`src/rtl/pfta_defs.svh`:
```
// Purpose: constants of the program flash table access unit
// Assumes: core clock of 250 MHz
// Notes: register select codes index the unit's special function registers
`ifndef PFTA_DEFS_SVH
`define PFTA_DEFS_SVH
// register select codes on sfr_sel
`define PFTA_SEL_CTRL 3'h0
`define PFTA_SEL_KEY 3'h1
`define PFTA_SEL_LATCH 3'h2
`define PFTA_SEL_PTRL 3'h3
`define PFTA_SEL_PTRH 3'h4
`define PFTA_SEL_PTRU 3'h5
// control register bit positions
`define PFTA_B_PGD 7
`define PFTA_B_CFG 6
`define PFTA_B_FREE 4
`define PFTA_B_ERR 3
`define PFTA_B_WRITE_ENABLE_BIT 2
`define PFTA_B_WR 1
`define PFTA_B_RD 0
// pointer update modes on tbl_mode
`define PFTA_PM_KEEP 2'h0
`define PFTA_PM_POSTINC 2'h1
`define PFTA_PM_POSTDEC 2'h2
`define PFTA_PM_PREINC 2'h3
// unlock keys and holding register reset value
`define PFTA_KEY1 8'h55
`define PFTA_KEY2 8'hAA
`define PFTA_HOLD_RST 8'hFF
// programming timer
`define PFTA_PROG_TIME_NS 2000000
`define PFTA_CLK_NS 4
`define PFTA_PROG_CYCLES (`PFTA_PROG_TIME_NS / `PFTA_CLK_NS)
`endif

```
`src/rtl/pfta_pkg.sv`:
```
// Purpose: types of the program flash table access unit
// Assumes: nothing beyond the constants header
// Notes: all state of each module is one packed struct
package pfta_pkg;
  typedef enum logic [1:0] {ST_IDLE, ST_TREAD, ST_TIMED} pfta_state_e;
  typedef enum logic [1:0] {TGT_EEPROM, TGT_PROGRAM, TGT_CONFIG} pfta_target_e;
  typedef struct packed {
    logic pgd;
    logic cfg;
    logic free;
    logic err;
    logic write_enable_bit;
    logic wr;
    logic rd;
    logic [7:0] latch;
    logic [21:0] ptr;
    logic [1:0] unlock;
    pfta_state_e st;
    logic [19:0] tmr;
    logic [7:0] rdata;
    logic [21:0] faddr;
    pfta_target_e tgt;
    logic stall;
    logic prog;
    logic erase;
    logic ee_rd;
    logic done;
  } pfta_top_s;
  typedef struct packed {
    logic [7:0][7:0] bytes;
  } pfta_hold_s;
endpackage : pfta_pkg

```
`src/rtl/pfta_holding.sv`:
```
// Purpose: eight byte-wide write holding registers
// Assumes: one table write at most per cycle
// Notes: a refill to all ones wins over a write in the same cycle
`timescale 1ns/10ps
`include "pfta_defs.svh"
module pfta_holding (
  // clock and reset
  input wire logic mclk,
  input wire logic rstn,
  // table write side
  input wire logic we,
  input wire logic [2:0] idx,
  input wire logic [7:0] wdata,
  // refill after a timed write
  input wire logic refill,
  // block contents, byte 0 in the low bits
  output logic [63:0] block
);
  pfta_pkg::pfta_hold_s q;
  pfta_pkg::pfta_hold_s next_q;
  logic [7:0][7:0] next_byte;

  genvar gi;
  generate
    for (gi = 0; gi < 8; gi++)
    begin : g_byte
      // all ones leaves the flash byte untouched
      assign next_byte[gi] = refill ? `PFTA_HOLD_RST :
        ((we && idx == 3'(gi)) ? wdata : q.bytes[gi]); // [RULE23] [RULE5]
    end
  endgenerate

  always_comb
  begin
    next_q = q;
    next_q.bytes = next_byte;
  end

  always_ff @(posedge mclk or negedge rstn)
  begin
    if (!rstn)
      q <= {8{`PFTA_HOLD_RST}}; // [RULE23]
    else
      q <= next_q;
  end

  assign block = q.bytes;

  chk_hold_refill: assert property (@(posedge mclk) disable iff (!rstn) // [RULE23]
    refill |=> block == {8{`PFTA_HOLD_RST}}) else $error("holding not refilled");
endmodule : pfta_holding

```
`src/rtl/pfta_top.sv`:
```
// Purpose: table read/write, erase and self-timed write control for program flash
// Assumes: core issues table requests and register accesses synchronous to mclk
// Notes: register read data is registered, one cycle behind sfr_sel
`timescale 1ns/10ps
`include "pfta_defs.svh"
// Notes on behaviour
// RULE1: reads move one byte; programming is only whole aligned 8-byte blocks
// RULE2: self erase clears one aligned 64-byte block; no bulk erase
// RULE3: fetches stall during write or erase until the timer ends it
// RULE4: all data passes through one byte-wide table latch
// RULE5: table writes only load holding registers; array changes in timed cycle
// RULE6: table accesses are byte wide with no alignment needed
// RULE7: unlock register has no storage, only feeds start, reads zero
// RULE8: control bit 7 set selects program flash, clear selects data eeprom
// RULE9: control bit 6 set selects configuration space regardless of bit 7
// RULE10: erase enable bit 4 turns next start into row erase, cleared after
// RULE11: write enable bit 2 clear after reset; starts need it set
// RULE12: error bit 3 set at start, cleared when the timer completes
// RULE13: errors leave the memory and config select bits unchanged
// RULE14: start bit 1 set by software only, cleared by hardware at completion
// RULE15: read bit 0 gives one-cycle eeprom read, blocked for program/config
// RULE16: completion raises the write done interrupt flag set pulse
// RULE17: three byte registers form a 22-bit pointer; top bit reaches ids/config
// RULE18: four pointer updates, touching only the low 21 bits
// RULE19: a table read uses all 22 pointer bits
// RULE20: timed write block chosen by pointer bits 21 to 3
// RULE21: erase block chosen by pointer bits 21 to 6
// RULE22: software writes 55h then AAh to unlock before setting start
// RULE23: eight holding bytes reset to FFh and after each write; FFh keeps byte
// RULE24: each erase or write stalls the core about two milliseconds
// RULE25: start without enable or unlock changes nothing and does not stall; the code still sets error bit 3
module pfta_top #(
  parameter int unsigned PROG_CYCLES = `PFTA_PROG_CYCLES
) (
  // clock and reset
  input wire logic mclk,
  input wire logic rstn,
  // special function register access
  input wire logic [2:0] sfr_sel,
  input wire logic sfr_wr,
  input wire logic [7:0] sfr_wdata,
  output logic [7:0] sfr_rdata,
  // table instructions
  input wire logic tbl_rd,
  input wire logic tbl_wt,
  input wire logic [1:0] tbl_mode,
  // flash array
  input wire logic [7:0] flash_rdata,
  output logic [21:0] flash_addr,
  output pfta_pkg::pfta_target_e flash_target,
  output logic flash_prog,
  output logic flash_erase,
  output logic [63:0] flash_block,
  output logic ee_rd,
  // core side status
  output logic stall,
  output logic write_done
);
  pfta_pkg::pfta_top_s q;
  pfta_pkg::pfta_top_s next_q;
  logic [21:0] acc;
  logic [21:0] ptr_upd;
  logic take_rd;
  logic take_wt;
  logic ctrl_wr;
  logic start_req;
  logic armed;
  logic finish;
  logic hold_we;
  logic hold_refill;
  logic [7:0] rd_mux;
  logic launch;

  // pointer arithmetic stays inside the low 21 bits
  function automatic logic [21:0] ptr_step(input logic [21:0] p, input logic up);
    ptr_step = {p[21], up ? p[20:0] + 21'h000001 : p[20:0] - 21'h000001}; // [RULE18]
  endfunction : ptr_step

  // a timed start owns its cycle; a table read there would replace the timed state and leave the stall stuck
  assign take_rd = tbl_rd && !launch && q.st == pfta_pkg::ST_IDLE;
  assign take_wt = tbl_wt && !tbl_rd && !launch && q.st == pfta_pkg::ST_IDLE;
  assign ctrl_wr = sfr_wr && sfr_sel == `PFTA_SEL_CTRL && q.st != pfta_pkg::ST_TIMED;
  assign start_req = ctrl_wr && sfr_wdata[`PFTA_B_WR] && !q.wr;
  // enable is taken from the written byte so one write may enable and start
  assign armed = q.unlock == 2'h2 && sfr_wdata[`PFTA_B_WRITE_ENABLE_BIT]; // [RULE22] [RULE11]
  assign launch = start_req && armed; // [RULE3]
  assign finish = q.st == pfta_pkg::ST_TIMED && q.tmr == 20'h00000;
  assign hold_we = take_wt; // [RULE5]
  assign hold_refill = finish && !q.free; // [RULE23]

  always_comb
  begin
    acc = (tbl_mode == `PFTA_PM_PREINC) ? ptr_step(q.ptr, 1'b1) : q.ptr; // [RULE18]
    unique case (tbl_mode)
      `PFTA_PM_KEEP: ptr_upd = q.ptr;
      `PFTA_PM_POSTINC: ptr_upd = ptr_step(q.ptr, 1'b1);
      `PFTA_PM_POSTDEC: ptr_upd = ptr_step(q.ptr, 1'b0);
      `PFTA_PM_PREINC: ptr_upd = acc;
    endcase
  end

  always_comb
  begin
    unique case (sfr_sel)
      `PFTA_SEL_CTRL: rd_mux = {q.pgd, q.cfg, 1'b0, q.free, q.err, q.write_enable_bit, q.wr, q.rd};
      `PFTA_SEL_LATCH: rd_mux = q.latch;
      `PFTA_SEL_PTRL: rd_mux = q.ptr[7:0];
      `PFTA_SEL_PTRH: rd_mux = q.ptr[15:8];
      `PFTA_SEL_PTRU: rd_mux = {2'h0, q.ptr[21:16]}; // [RULE17]
      default: rd_mux = 8'h00; // unlock key has no storage [RULE7]
    endcase
  end

  always_comb
  begin
    next_q = q;
    next_q.rdata = rd_mux;
    next_q.prog = 1'b0;
    next_q.erase = 1'b0;
    next_q.ee_rd = 1'b0;
    next_q.done = 1'b0;
    next_q.rd = 1'b0; // one-cycle read, hardware clears [RULE15]

    // plain register writes
    if (sfr_wr && q.st != pfta_pkg::ST_TIMED)
    begin
      unique case (sfr_sel)
        `PFTA_SEL_LATCH: next_q.latch = sfr_wdata; // [RULE4]
        `PFTA_SEL_PTRL: next_q.ptr[7:0] = sfr_wdata; // [RULE17]
        `PFTA_SEL_PTRH: next_q.ptr[15:8] = sfr_wdata; // [RULE17]
        `PFTA_SEL_PTRU: next_q.ptr[21:16] = sfr_wdata[5:0]; // [RULE17]
        `PFTA_SEL_KEY:
        begin
          // any wrong key restarts the sequence
          if (sfr_wdata == `PFTA_KEY1)
            next_q.unlock = 2'h1; // [RULE22]
          else if (sfr_wdata == `PFTA_KEY2 && q.unlock == 2'h1)
            next_q.unlock = 2'h2; // [RULE22]
          else
            next_q.unlock = 2'h0;
        end
        default:
        begin
        end
      endcase
    end

    if (ctrl_wr)
    begin
      next_q.pgd = sfr_wdata[`PFTA_B_PGD];
      next_q.cfg = sfr_wdata[`PFTA_B_CFG];
      next_q.free = sfr_wdata[`PFTA_B_FREE]; // [RULE10]
      next_q.write_enable_bit = sfr_wdata[`PFTA_B_WRITE_ENABLE_BIT]; // [RULE11]
      next_q.err = sfr_wdata[`PFTA_B_ERR];
      next_q.unlock = 2'h0; // key is consumed by any control write [RULE7]
      // read bit can only be set, and only for the data eeprom
      if (sfr_wdata[`PFTA_B_RD] && !sfr_wdata[`PFTA_B_PGD] && !sfr_wdata[`PFTA_B_CFG])
      begin
        next_q.rd = 1'b1; // [RULE15]
        next_q.ee_rd = 1'b1; // [RULE15]
      end
      if (start_req)
      begin
        // bad attempt flags an error but leaves array and core alone
        next_q.err = 1'b1; // [RULE12] [RULE25]
        if (armed)
        begin
          next_q.wr = 1'b1; // [RULE14]
          next_q.st = pfta_pkg::ST_TIMED; // [RULE3]
          next_q.stall = 1'b1; // [RULE3]
          next_q.tmr = 20'(PROG_CYCLES - 1); // [RULE24]
          if (sfr_wdata[`PFTA_B_FREE])
          begin
            next_q.erase = 1'b1; // [RULE2] [RULE10]
            next_q.faddr = {q.ptr[21:6], 6'h00}; // [RULE21]
          end
          else
          begin
            next_q.prog = 1'b1; // [RULE1] [RULE5]
            next_q.faddr = {q.ptr[21:3], 3'h0}; // [RULE20]
          end
        end
      end
    end

    // configuration select overrides memory select; read from the select
    // bits being written, so a start in the same write aims at its target
    if (next_q.cfg)
      next_q.tgt = pfta_pkg::TGT_CONFIG; // [RULE9]
    else if (next_q.pgd)
      next_q.tgt = pfta_pkg::TGT_PROGRAM; // [RULE8]
    else
      next_q.tgt = pfta_pkg::TGT_EEPROM; // [RULE8]

    unique case (q.st)
      pfta_pkg::ST_IDLE:
      begin
        if (take_rd)
        begin
          next_q.faddr = acc; // all 22 bits pick the byte [RULE19] [RULE6]
          next_q.ptr = ptr_upd; // [RULE18]
          next_q.st = pfta_pkg::ST_TREAD;
        end
        else if (take_wt)
          next_q.ptr = ptr_upd; // [RULE18] [RULE6]
      end
      pfta_pkg::ST_TREAD:
      begin
        next_q.latch = flash_rdata; // one byte per read [RULE1] [RULE4]
        next_q.st = pfta_pkg::ST_IDLE;
      end
      pfta_pkg::ST_TIMED:
      begin
        if (finish)
        begin
          next_q.st = pfta_pkg::ST_IDLE;
          next_q.stall = 1'b0; // [RULE3]
          next_q.wr = 1'b0; // [RULE14]
          next_q.free = 1'b0; // [RULE10]
          next_q.err = 1'b0; // [RULE12]
          next_q.done = 1'b1; // [RULE16]
        end
        else
          next_q.tmr = q.tmr - 20'h00001; // [RULE24]
      end
      default:
        next_q.st = pfta_pkg::ST_IDLE;
    endcase
  end

  // reset state: write enable off, pointer zero, error clear
  always_ff @(posedge mclk or negedge rstn)
  begin
    if (!rstn)
    begin
      q <= '0; // [RULE11]
    end
    else
      q <= next_q;
  end

  pfta_holding u_hold (
    .mclk(mclk),
    .rstn(rstn),
    .we(hold_we),
    .idx(acc[2:0]),
    .wdata(q.latch),
    .refill(hold_refill),
    .block(flash_block)
  );

  assign sfr_rdata = q.rdata;
  assign flash_addr = q.faddr;
  assign flash_target = q.tgt;
  assign flash_prog = q.prog;
  assign flash_erase = q.erase;
  assign ee_rd = q.ee_rd;
  assign stall = q.stall;
  assign write_done = q.done;

  chk_stall_cause: assert property (@(posedge mclk) disable iff (!rstn) // [RULE3] [RULE14]
    $rose(stall) |-> $past(start_req) && $past(armed) && q.wr && q.err)
    else $error("stall without a proper start");
  chk_locked_start: assert property (@(posedge mclk) disable iff (!rstn) // [RULE25]
    start_req && !armed |=> !stall && !flash_prog && !flash_erase)
    else $error("start ran while locked");
  chk_finish_clears: assert property (@(posedge mclk) disable iff (!rstn) // [RULE12] [RULE16]
    $fell(stall) |-> write_done && !q.wr && !q.err && !q.free)
    else $error("completion left bits set");
  chk_key_zero: assert property (@(posedge mclk) disable iff (!rstn) // [RULE7]
    sfr_sel == `PFTA_SEL_KEY |=> sfr_rdata == 8'h00)
    else $error("unlock register read nonzero");
  chk_rd_pulse: assert property (@(posedge mclk) disable iff (!rstn) // [RULE15]
    q.rd |-> ee_rd ##1 !q.rd && !ee_rd)
    else $error("eeprom read not one cycle");
  chk_rd_blocked: assert property (@(posedge mclk) disable iff (!rstn) // [RULE15]
    ee_rd |-> !q.pgd && !q.cfg)
    else $error("eeprom read with program or config select");
  chk_ptr_top: assert property (@(posedge mclk) disable iff (!rstn) // [RULE18]
    (take_rd || take_wt) && !sfr_wr |=> q.ptr[21] == $past(q.ptr[21]))
    else $error("pointer update touched bit 21");
  chk_erase_block: assert property (@(posedge mclk) disable iff (!rstn) // [RULE21] [RULE2]
    flash_erase |-> flash_addr[5:0] == 6'h00 && stall)
    else $error("erase block misaligned");
  chk_prog_block: assert property (@(posedge mclk) disable iff (!rstn) // [RULE20] [RULE1]
    flash_prog |-> flash_addr[2:0] == 3'h0 && stall)
    else $error("write block misaligned");
  chk_sel_kept: assert property (@(posedge mclk) disable iff (!rstn) // [RULE13]
    stall |=> $stable(q.pgd) && $stable(q.cfg))
    else $error("select bits moved during cycle");
  chk_tread_latch: assert property (@(posedge mclk) disable iff (!rstn) // [RULE19] [RULE4]
    take_rd && !sfr_wr |-> ##1 (q.st == pfta_pkg::ST_TREAD) ##1 q.latch == $past(flash_rdata))
    else $error("table read did not load latch");
  chk_pulse_target: assert property (@(posedge mclk) disable iff (!rstn) // [RULE9] [RULE8]
    (flash_prog || flash_erase) |-> flash_target == (q.cfg ? pfta_pkg::TGT_CONFIG :
    (q.pgd ? pfta_pkg::TGT_PROGRAM : pfta_pkg::TGT_EEPROM)))
    else $error("timed cycle aimed at a stale target");
  chk_err_start: assert property (@(posedge mclk) disable iff (!rstn) // [RULE12]
    start_req |=> q.err)
    else $error("start attempt left error flag clear");
  chk_wr_held: assert property (@(posedge mclk) disable iff (!rstn) // [RULE14]
    q.wr && !finish |=> q.wr)
    else $error("start bit dropped before completion");
  chk_done_pulse: assert property (@(posedge mclk) disable iff (!rstn) // [RULE16]
    write_done |=> !write_done)
    else $error("completion pulse longer than one cycle");
endmodule : pfta_top

```
`config.mk`:
```
export PLATFORM = sky130hd
export DESIGN_NAME = pfta_top
export DESIGN_NICKNAME = d
export VERILOG_FILES = /design/src/rtl/pfta_pkg.sv /design/src/rtl/pfta_holding.sv /design/src/rtl/pfta_top.sv
export VERILOG_INCLUDE_DIRS = /design/src /design/src/rtl
export SDC_FILE = /design/constraint.sdc
export NUM_CORES = 1
export LEC_CHECK = 0
export ABC_CLOCK_PERIOD_IN_PS = 3070
export BUFFER_PORTS_ARGS = -buffer_cell sky130_fd_sc_hd__buf_2
export CAP_MARGIN = 40
export CELL_PAD_IN_SITES_DETAIL_PLACEMENT = 1
export CELL_PAD_IN_SITES_GLOBAL_PLACEMENT = 1
export CORE_UTILIZATION = 44
export CTS_CLUSTER_SIZE = 8
export DETAILED_ROUTE_END_ITERATION = 6
export GPL_ROUTABILITY_DRIVEN = 0
export GPL_TIMING_DRIVEN = 1
export PLACE_DENSITY = 0.9
export SYNTH_ARGS = -nofsm -noshare
export SYNTH_HDL_FRONTEND = slang
export SYNTH_HIERARCHICAL = 1
export SYNTH_SLANG_ARGS = --single-unit
```
`constraint.sdc`:
```
create_clock -name mclk -period 3.07 [get_ports mclk]
set_input_delay 0.614 -clock mclk [delete_from_list [all_inputs] [get_ports mclk]]
set_output_delay 0.614 -clock mclk [all_outputs]
set_load 0.1 [all_outputs]
```
==> flow_summary.ini, run 1 <==
[sta]
slew-limit-headroom = 0.379
rsz0062_at_grt = no
setup_viol_count_final = 0
period_minus_slack_ns = 2.88
fin_crit_sh = 0.939
fmax_mhz = 347
tightest_slew_ns = 0.925
hold_viol = 0
slew_viol_final = 0
skew_ns = 0.00950

[cts]
clk_latency_ns = 0.44
path_clk_slew_ns = 0.07
cts_buffer_depth = 2
cts_tree = built
cts.sinks = 160
postCtsResizedCells = 0
cts.htree.levels = 4
cts_root_buf = clkbuf_16
cts_setup_buffers = 0
holdBufCountCts = 0
cts_buffers = 17

[yosys]
ys_ff_latch = 160
synth_cell_types = 70
syn_avg_cell_area_um2 = 9.48
synth_fp_nets = 929
synth_edf_count = 0
syn_area_um2 = 8520
yosys_warnings = 6
synthCells = 899
async_reset_ff_frac = 1.00
yosysSeqAreaShare = 0.479
yosys_most_used_dff = dfrtp_1

[final_layout]
num_antenna_cells = 0
stdcell_area_um2 = 9850
fin_util = 0.523
final_layout_size_suffix_gt1_frac = 0.279
layout_commonest_cell = nor2_1
synthToLayoutAreaGrowth_pct = 15.6
mostFrequentLayoutCells = nor2_1, buf_2, dfrtp_1
fin_nets = 1016

[power]
vdd_drop_max_mv = 0.339
clkPwrFrac = 0.472
internal_power_mw = 3.36
seqPwrFrac = 0.474
p_switching_mw = 1.21
switching_share = 0.265
p_leak_nw = 4.54
p_comb_frac = 0.055
power.density_nw_per_um2 = 464

[job]
cap_violations = 0

[placed_design]
dp_hpwl_mm = 19.4
dpl_cell_area_um2 = 9260
port-buffer-count = 126

[drt]
post_drt_via_cell_ratio = 6.00
post-route-drc-count = 2
routed_wl_mm = 27.7
first_pass_iters = 7
vias = 7555
drtIter0Drc = 529
detail_route.wl_per_cell_um = 22.0
drtAntennaViolNets = 0

[worst_setup_path]
critical_path.max_stage_delay_ns = 0.73
required_ns = 3.41
critPathSlowestCell = xnor2_1
worst-path-max-fanout = 9
crit_chain = ha_1 > nand2_1 > xnor2_1 > nand4bb_1 > mux2i_1
crit_path_end_kind = register
crit_path_start_kind = register
critPathKind = reg2reg
crit_arrival_ns = 3.23

[status]
violations = DRC
outcome = finished, violations left

[floorplan]
core_um2 = 18800
rows = 50
die_w_um = 141
die_h_um = 141
initial_core_util = 0.452
pin_count = 127
fp.dieArea_um2 = 19900

[grt]
antenna_found_initial = 0
grt_max_degree = 74
grt_usage = 0.289
grt_pass1_vias = 7971
grt_first_pass_wirelength_mm = 44.2
overflow = 0

[hold_path]
hold_path_class = in2async
==> cell type report <==
type | instances | area [um^2]
fill | 2155 | 8980
sequential | 160 | 4080
multi-input combinational | 634 | 3890
timing repair buffer | 158 | 902
clock buffer | 17 | 425
tap | 260 | 325
clock inverter | 15 | 164
inverter | 15 | 56.3
==> registers in the layout, summed over array words and instances (netlist names) <==
name / cells
u_hold/block: 64
flash_target: 1
write_done: 1
flash_erase: 1
sfr_rdata: 8
flash_addr: 22
flash_prog: 1
ee_rd: 1
q: 60
stall: 1
==> through the flow <==
step	TNS (ns)	power, mW	hold slack (ns)	instances	setup slack (ns)
floorplan	0	2.32	0.318	899	0.104
global placement	0	2.44	0.466	1226	0.153
detailed placement	-0.924	2.44	0.468	1227	-0.135
CTS	0	4.59	0.217	1259	0.227
global route	0	4.69	0.272	1259	0.0389
finish	0	4.57	0.234	1259	0.187
==> final timing paths <==
check	start	end	slack, ns	cells after the start
setup reg to reg	q[61]	u_hold/block[39]	0.19	5
max in group asynchronous	rstn	u_hold/block[9]	2.10	2
setup / recovery	q[61]	u_hold/block[39]	0.19	5
hold reg to reg	q[51]	q[51]	0.48	1
hold / removal	rstn	q[83]	0.23	1
min in group mclk	flash_rdata[6]	q[89]	0.40	3
==> per-layer routing <==
metal | up-vias | wire length (um) | part of all wire | GRT usage
met5 | - | 0 | 0 | 0
met4 | 0 | 862 | 0.031 | 0.125
met3 | 70 | 1520 | 0.055 | 0.0510
met2 | 283 | 13200 | 0.48 | 0.476
met1 | 3838 | 12000 | 0.44 | 0.374
li1 | 3364 | - | - | -
==> power groups by stage <==
stage	Clock [mW]	Combinational, mW	Sequential (mW)
3_3_place_gp	0	0.239	2.20
4_1_cts	2.18	0.248	2.16
2_1_floorplan	0	0.146	2.17
5_1_grt	2.26	0.270	2.17
3_5_place_dp	0	0.246	2.20
6_report	2.15	0.250	2.16
==> synthesized netlist by cell type, drive strengths merged (25+ instances only) <==
| cell type | instances | area [um^2] |
|---|---|---|
| a21oi | 53 | 265 |
| buf | 59 | 385 |
| clkbuf | 31 | 116 |
| dfrtp | 96 | 2400 |
| dfstp | 64 | 1680 |
| mux2i | 84 | 841 |
| nand2 | 73 | 274 |
| nor2 | 144 | 546 |
| nor3 | 25 | 135 |
| o21ai | 51 | 255 |
==> cells by family after synthesis <==
logic type,share of synthesized area
AO/OA/AOI/OAI,0.143
XOR/XNOR,0.00308
adder cells (fa/ha/maj),0.00587
buffers and inverters,0.0655
flip-flops,0.479
multiplexers,0.105
AND/OR/NAND/NOR,0.198
==> worst max-delay path, delay by kind of cell (launching register included) <==
kind / cells / cell delay, ns
adders and majority gates: 1 / 0.31
muxes: 1 / 0.41
DFF: 1 / 0.54
and+or+nand+nor: 2 / 0.78
xor gates and xnor gates: 1 / 0.73
Power figures use the tool's default switching activity.
==> run 2: changes to the inputs <==
SYNTH_HIERARCHICAL = unset   (was 1)
==> run 2 against run 1 <==
The flow now finishes without violations. Via count rose by 18%. Register-to-register slack barely moved. Cell count rose by 5.2%. Global-route usage rose by 5.5 points. Clock skew rose by 0.0039 ns. Clock power rose by 4%. Cell area rose by 3.7%. Flip-flop and latch count did not move. Synthesized cell count rose by 7.8%. Non-clock buffer count rose by 5. Sequential power barely moved. Critical path type unchanged. Largest power group is now clock.
==> flow_summary.ini, run 2 <==
[power]
p_leak_nw = 4.32
p_total_mw = 4.62
power.density_nw_per_um2 = 452
vdd_drop_max_mv = 0.332

[cts]
cts.htree.levels = 4
cts_root_buf = clkbuf_16
holdBufCountCts = 0
cts_buffer_depth = 2
cts_buffers = 17
postCtsResizedCells = 0
cts_setup_buffers = 0
cts_tree = built
clk_latency_ns = 0.45
cts.sinks = 160
path_clk_slew_ns = 0.07

[hold_path]
hold_path_class = in2async

[sta]
layout_setup_ws_ns = 0.185
tightest_slew_ns = 0.959
slew_viol_final = 0
hold_viol = 0
tns_ns = 0
slew-limit-headroom = 0.360
fin_crit_sh = 0.940
holdWs_ns = 0.208
fmax_mhz = 347
period_minus_slack_ns = 2.89
skew_ns = 0.0134
setup_viol_count_final = 0
rsz0062_at_grt = no

[drt]
first_pass_iters = 6
route.met2.wl_mm = 16.5
highest_layer = met5
detail_route.wl_per_cell_um = 26.4
routed_wl_mm = 35.0
post-route-drc-count = 0
post_drt_via_cell_ratio = 6.72
dr_wl_met3_mm = 3.54
vias = 8909
met1_length_mm = 13.2
drtIter0Drc = 1093
drtAntennaViolNets = 0

[floorplan]
fp.dieArea_um2 = 20800
core_um2 = 19700
rows = 51
pin_count = 127
die_h_um = 144
die_w_um = 144
initial_core_util = 0.453

[final_layout]
nFillCells = 2295
synthToLayoutAreaGrowth_pct = 14.8
final_layout_size_suffix_gt1_frac = 0.269
fin_nets = 1074
stdcell_area_um2 = 10200
layout_commonest_cell = buf_2
largest_register_ffs = 64
mostFrequentLayoutCells = buf_2, dfrtp_1, nor2_1

[worst_setup_path]
crit_chain = ha_1 > nand2_1 > nor3_1 > nand2_1 > o22ai_1 > o2bb2a_1
path_buf_inv = 0
startpoint = q[62]
critPathKind = reg2reg
required_ns = 3.40
r2r-start = q[62]
r2r_setup_slack_ns = 0.18
crit_path_start_kind = register
crit_path_end_kind = register
worstReg2RegEnd = flash_addr[12]
crit_arrival_ns = 3.22
worst-path-max-fanout = 9
worst-r2r-cell-count = 6
critical_path.max_stage_delay_ns = 0.75
critPathSlowestCell = nor3_1
crit_family = simple AND/OR/NAND/NOR gates
cp_common_cell = nand2_1

[yosys]
synthCells = 969
yosys_warnings = 0
synth_fp_nets = 999
synth_top_area_cell = dfrtp_1
synth.top_cells.by_count = dfrtp_1, nor2_1, a21oi_1
synth_cell_types = 74
yosys_most_used_dff = dfrtp_1
synth_most_common_cell = dfrtp_1
synth_edf_count = 0
yosysSeqAreaShare = 0.459
syn_area_um2 = 8900
syn_avg_cell_area_um2 = 9.18
ys_ff_latch = 160
yosys.area.top_type_share = 0.270
ys_top_cells_by_area = dfrtp_1, dfstp_2, mux2i_1
async_reset_ff_frac = 1.00

[grt]
grt_pass1_vias = 9135
grt_first_pass_wirelength_mm = 52.8
grt_max_degree = 76
grt_usage = 0.344
overflow = 0
antenna_found_initial = 3

[placed_design]
dp_hpwl_mm = 22.5
port-buffer-count = 126
dpl_cell_area_um2 = 9600
pre_cts_ws_ns = 0.165

[status]
outcome = finished clean

[job]
cap_violations = 0
[run 2: cell types whose count changed after synthesis, sizes merged, moves of 9 or more]
cell / change
nor2: -48
mux2i: -31
a21oi: +34
clkbuf: +23
nand3b: +9
nor3: +42
[run 2: cell families (layout without fill, tap and decap cells)]
logic type / count (synthesis) / in the layout / share of synthesized area
and+or+nand+nor: 370 / 370 / 0.210
muxes: 59 / 59 / 0.0672
adders and majority gates: 4 / 4 / 0.00563
DFF: 160 / 160 / 0.459
AOI/OAI and AO/OA: 250 / 250 / 0.183
other: 0 / 3 / 0
buffers and inverters: 124 / 212 / 0.0738
xor gates and xnor gates: 2 / 2 / 0.00197
[run 2: routing by layer]
metal  GRT usage  up-vias
met4       0.196        2
met2       0.545      658
met5           0        -
met1       0.431     4415
met3      0.0798      172
li1            -     3662
[run 2: worst max-delay path by stage]
| stage | end | slack, ns | cells past startpoint |
|---|---|---|---|
| 2_1_floorplan | u_hold.block[61] | 0.45 | 9 |
| 3_5_place_dp | u_hold.block[61] | 0.16 | 8 |
| 6_report | flash_addr[12] | 0.18 | 6 |
| 5_1_grt | u_hold.block[46] | 0.06 | 8 |
| 4_1_cts | u_hold.block[46] | 0.25 | 8 |
| 3_3_place_gp | u_hold.block[61] | 0.37 | 8 |
[run 2: power breakdown]
| group | leakage (nW) | internal [mW] | switching [mW] |
|---|---|---|---|
| clock | 0.291 | 1.18 | 1.05 |
| combinational | 2.12 | 0.0462 | 0.209 |
| sequential | 1.91 | 2.13 | 0.00604 |
[run 2: cell type report]
class / instances / area, um^2 / area share
clock buffer: 18 / 439 / 0.0430
multi-input combinational: 685 / 4170 / 0.408
antenna: 3 / 7.51 / 0.000735
tap: 265 / 332 / 0.0325
sequential: 160 / 4080 / 0.400
clock inverter: 14 / 166 / 0.0163
inverter: 17 / 63.8 / 0.00625
timing repair buffer: 163 / 952 / 0.0932
[run 2: through the flow]
step | utilization | cells
floorplan | - | 969
global placement | 0.488 | 1289
detailed placement | 0.488 | 1290
CTS | 0.519 | 1322
global route | 0.519 | 1323
finish | 0.520 | 1325
==> run 3: changes to the inputs <==
ABC_AREA = 1   (was unset)
CORE_UTILIZATION = 43   (was 44)
PLACE_DENSITY = 0.91   (was 0.9)
==> run 3 against run 2 <==
Fmax grew 8.3%. Routed wire length rose by 0.98%. Register-to-register slack gained 0.22 ns. Synthesized cell count is 33% higher. Power rose to 2.7 times the previous value. Sequential share of layout area down 2.7 points. Clock power rose by 3%. Clock-buffer cell count shrank 1. Hold slack worse by 0.084 ns. Critical path depth is 4 higher. Critical endpoint is now q[62]. Largest power group is now combinational logic.
==> flow_summary.ini, run 3 <==
[worst_setup_path]
crit_path_start_kind = register
worst-r2r-cell-count = 10
startpoint = q[57]
critPathSlowestCell = nand2_1
path_buf_inv = 2
r2r-start = q[57]
path_depth = 10
crit_path_end_kind = register
crit_arrival_ns = 3.06
crit_family = simple AND/OR/NAND/NOR gates
critPathCapture = q[62]
worstReg2RegEnd = q[62]
critPathKind = reg2reg
crit_chain = inv_1 > nand2_2 > nand2_2 > nor2_2 > nand3_2 > nand2_2 > nand2_1 > nand2_1 > o21ai_1 > inv_1
worst-path-max-fanout = 18
critical_path.max_stage_delay_ns = 0.48
cp_common_cell = nand2_2
r2r_setup_slack_ns = 0.41
required_ns = 3.46

[cts]
cts_setup_buffers = 0
cts_buffers = 17
postCtsResizedCells = 0
clk_latency_ns = 0.46
cts_tree = built
holdBufCountCts = 0
cts_buffer_depth = 2
cts_root_buf = clkbuf_16
path_clk_slew_ns = 0.08
cts.sinks = 160
cts.htree.levels = 4

[final_layout]
synthToLayoutAreaGrowth_pct = 13.7
final_layout_size_suffix_gt1_frac = 0.209
layout_commonest_cell = nand2_1
largest_register_ffs = 64
num_antenna_cells = 0
stdcell_count = 1665
mostFrequentLayoutCells = nand2_1, nand3_1, nor2_1, buf_2, inv_1
stdcell_area_um2 = 11000
fin_nets = 1402
nFillCells = 2765

[hold_path]
hold_path_class = in2async

[yosys]
synth.top_cells.by_count = nand2_1, nand3_1, nor2_1
synth_fp_nets = 1323
yosysSeqAreaShare = 0.424
syn_area_um2 = 9630
ys_ff_latch = 160
async_reset_ff_frac = 1.00
ys_top_cells_by_area = dfrtp_1, dfstp_2, nand2_1
syn_avg_cell_area_um2 = 7.45
synth_top_area_cell = dfrtp_1
yosys_warnings = 0
synth_most_common_cell = nand2_1
yosys.area.top_type_share = 0.249
synth_edf_count = 0
yosys_most_used_dff = dfrtp_1
synthCells = 1293
synth_cell_types = 50

[drt]
detail_route.wl_per_cell_um = 21.2
post_drt_via_cell_ratio = 5.85
first_pass_iters = 5
post-route-drc-count = 0
vias = 9732
drtIter0Drc = 804
drtAntennaViolNets = 0
routed_wl_mm = 35.3

[job]
cap_violations = 0

[grt]
grt_usage = 0.315
grt_pass1_vias = 9852
grt_max_degree = 56
antenna_found_initial = 0
overflow = 0
grt_first_pass_wirelength_mm = 54.7

[placed_design]
dpl_cell_area_um2 = 10300
pre_cts_ws_ns = 0.370
port-buffer-count = 126
dp_cells = 1633
dp_hpwl_mm = 24.8

[sta]
skew_ns = 0.0172
tightest_slew_ns = 0.859
rsz0062_at_grt = no
setup_viol_count_final = 0
slew_viol_final = 0
hold_viol = 0
fmax_mhz = 375
period_minus_slack_ns = 2.66
fin_crit_sh = 0.867
holdWs_ns = 0.124
layout_setup_ws_ns = 0.407
tns_ns = 0
slew-limit-headroom = 0.425

[floorplan]
pin_count = 127
initial_core_util = 0.440
rows = 54
core_um2 = 21900
die_h_um = 152
fp.dieArea_um2 = 23000
die_w_um = 152

[power]
power.density_nw_per_um2 = 1130
vdd_drop_max_mv = 0.736
p_leak_nw = 5.35

[status]
outcome = finished clean
-- run 3: cell type report --
class,count,area [um^2],area share
clock inverters,15,209,0.0191
multi-input cells,936,4640,0.424
flip-flops and latches,160,4080,0.373
repair buffers,145,825,0.0753
clock buffers,17,425,0.0388
well taps,280,350,0.0320
inverters,112,420,0.0384
-- run 3: layer usage --
layer  global-route usage  wire [um]
met5                    0          0
met4                0.140       1260
met3               0.0524       2720
met2                0.522      16900
met1                0.403      14400
-- run 3: power breakdown --
group / internal (mW) / leakage (nW) / switching, mW
registers: 3.02 / 1.84 / 0.703
clock network: 1.13 / 0.303 / 1.15
logic: 1.08 / 3.21 / 5.28
-- run 3: how the worst min path moves through the flow --
stage	from	endpoint	slack [ns]	cells past startpoint
floorplan	rstn	ee_rd	0.32	0
global placement	q[84]	q[84]	0.47	2
detailed placement	u_hold.block[45]	u_hold.block[45]	0.48	2
CTS	rstn	flash_target[0]	0.15	1
global route	rstn	flash_target[0]	0.17	1
finish	rstn	flash_target[0]	0.12	1
-- run 3: worst register-to-register path, stage by stage (launching register included) --
cell and delay, ns:
dfrtp_1 0.35, inv_1 0.07, nand2_2 0.29, nand2_2 0.18, nor2_2 0.17, nand3_2 0.26, nand2_2 0.38, nand2_1 0.48
nand2_1 0.24, o21ai_1 0.10, inv_1 0.08
-- run 3: logic make-up (layout without fill, tap and decap cells) --
family                   after synthesis  after routing  share of synthesized area
AO/OA/AOI/OAI                        165            165                      0.101
XOR/XNOR                              21             21                     0.0191
adder cells (fa/ha/maj)                4              4                    0.00520
buffers and inverters                197            289                     0.0947
flip-flops                           160            160                      0.424
multiplexers                           1              1                    0.00104
AND/OR/NAND/NOR                      745            745                      0.355
-- run 3: through the flow --
step                total power, mW  utilization
floorplan                      8.91            -
global placement               9.79        0.471
detailed placement             9.98        0.471
CTS                            12.4        0.500
global route                   12.9        0.500
finish                         12.4        0.500
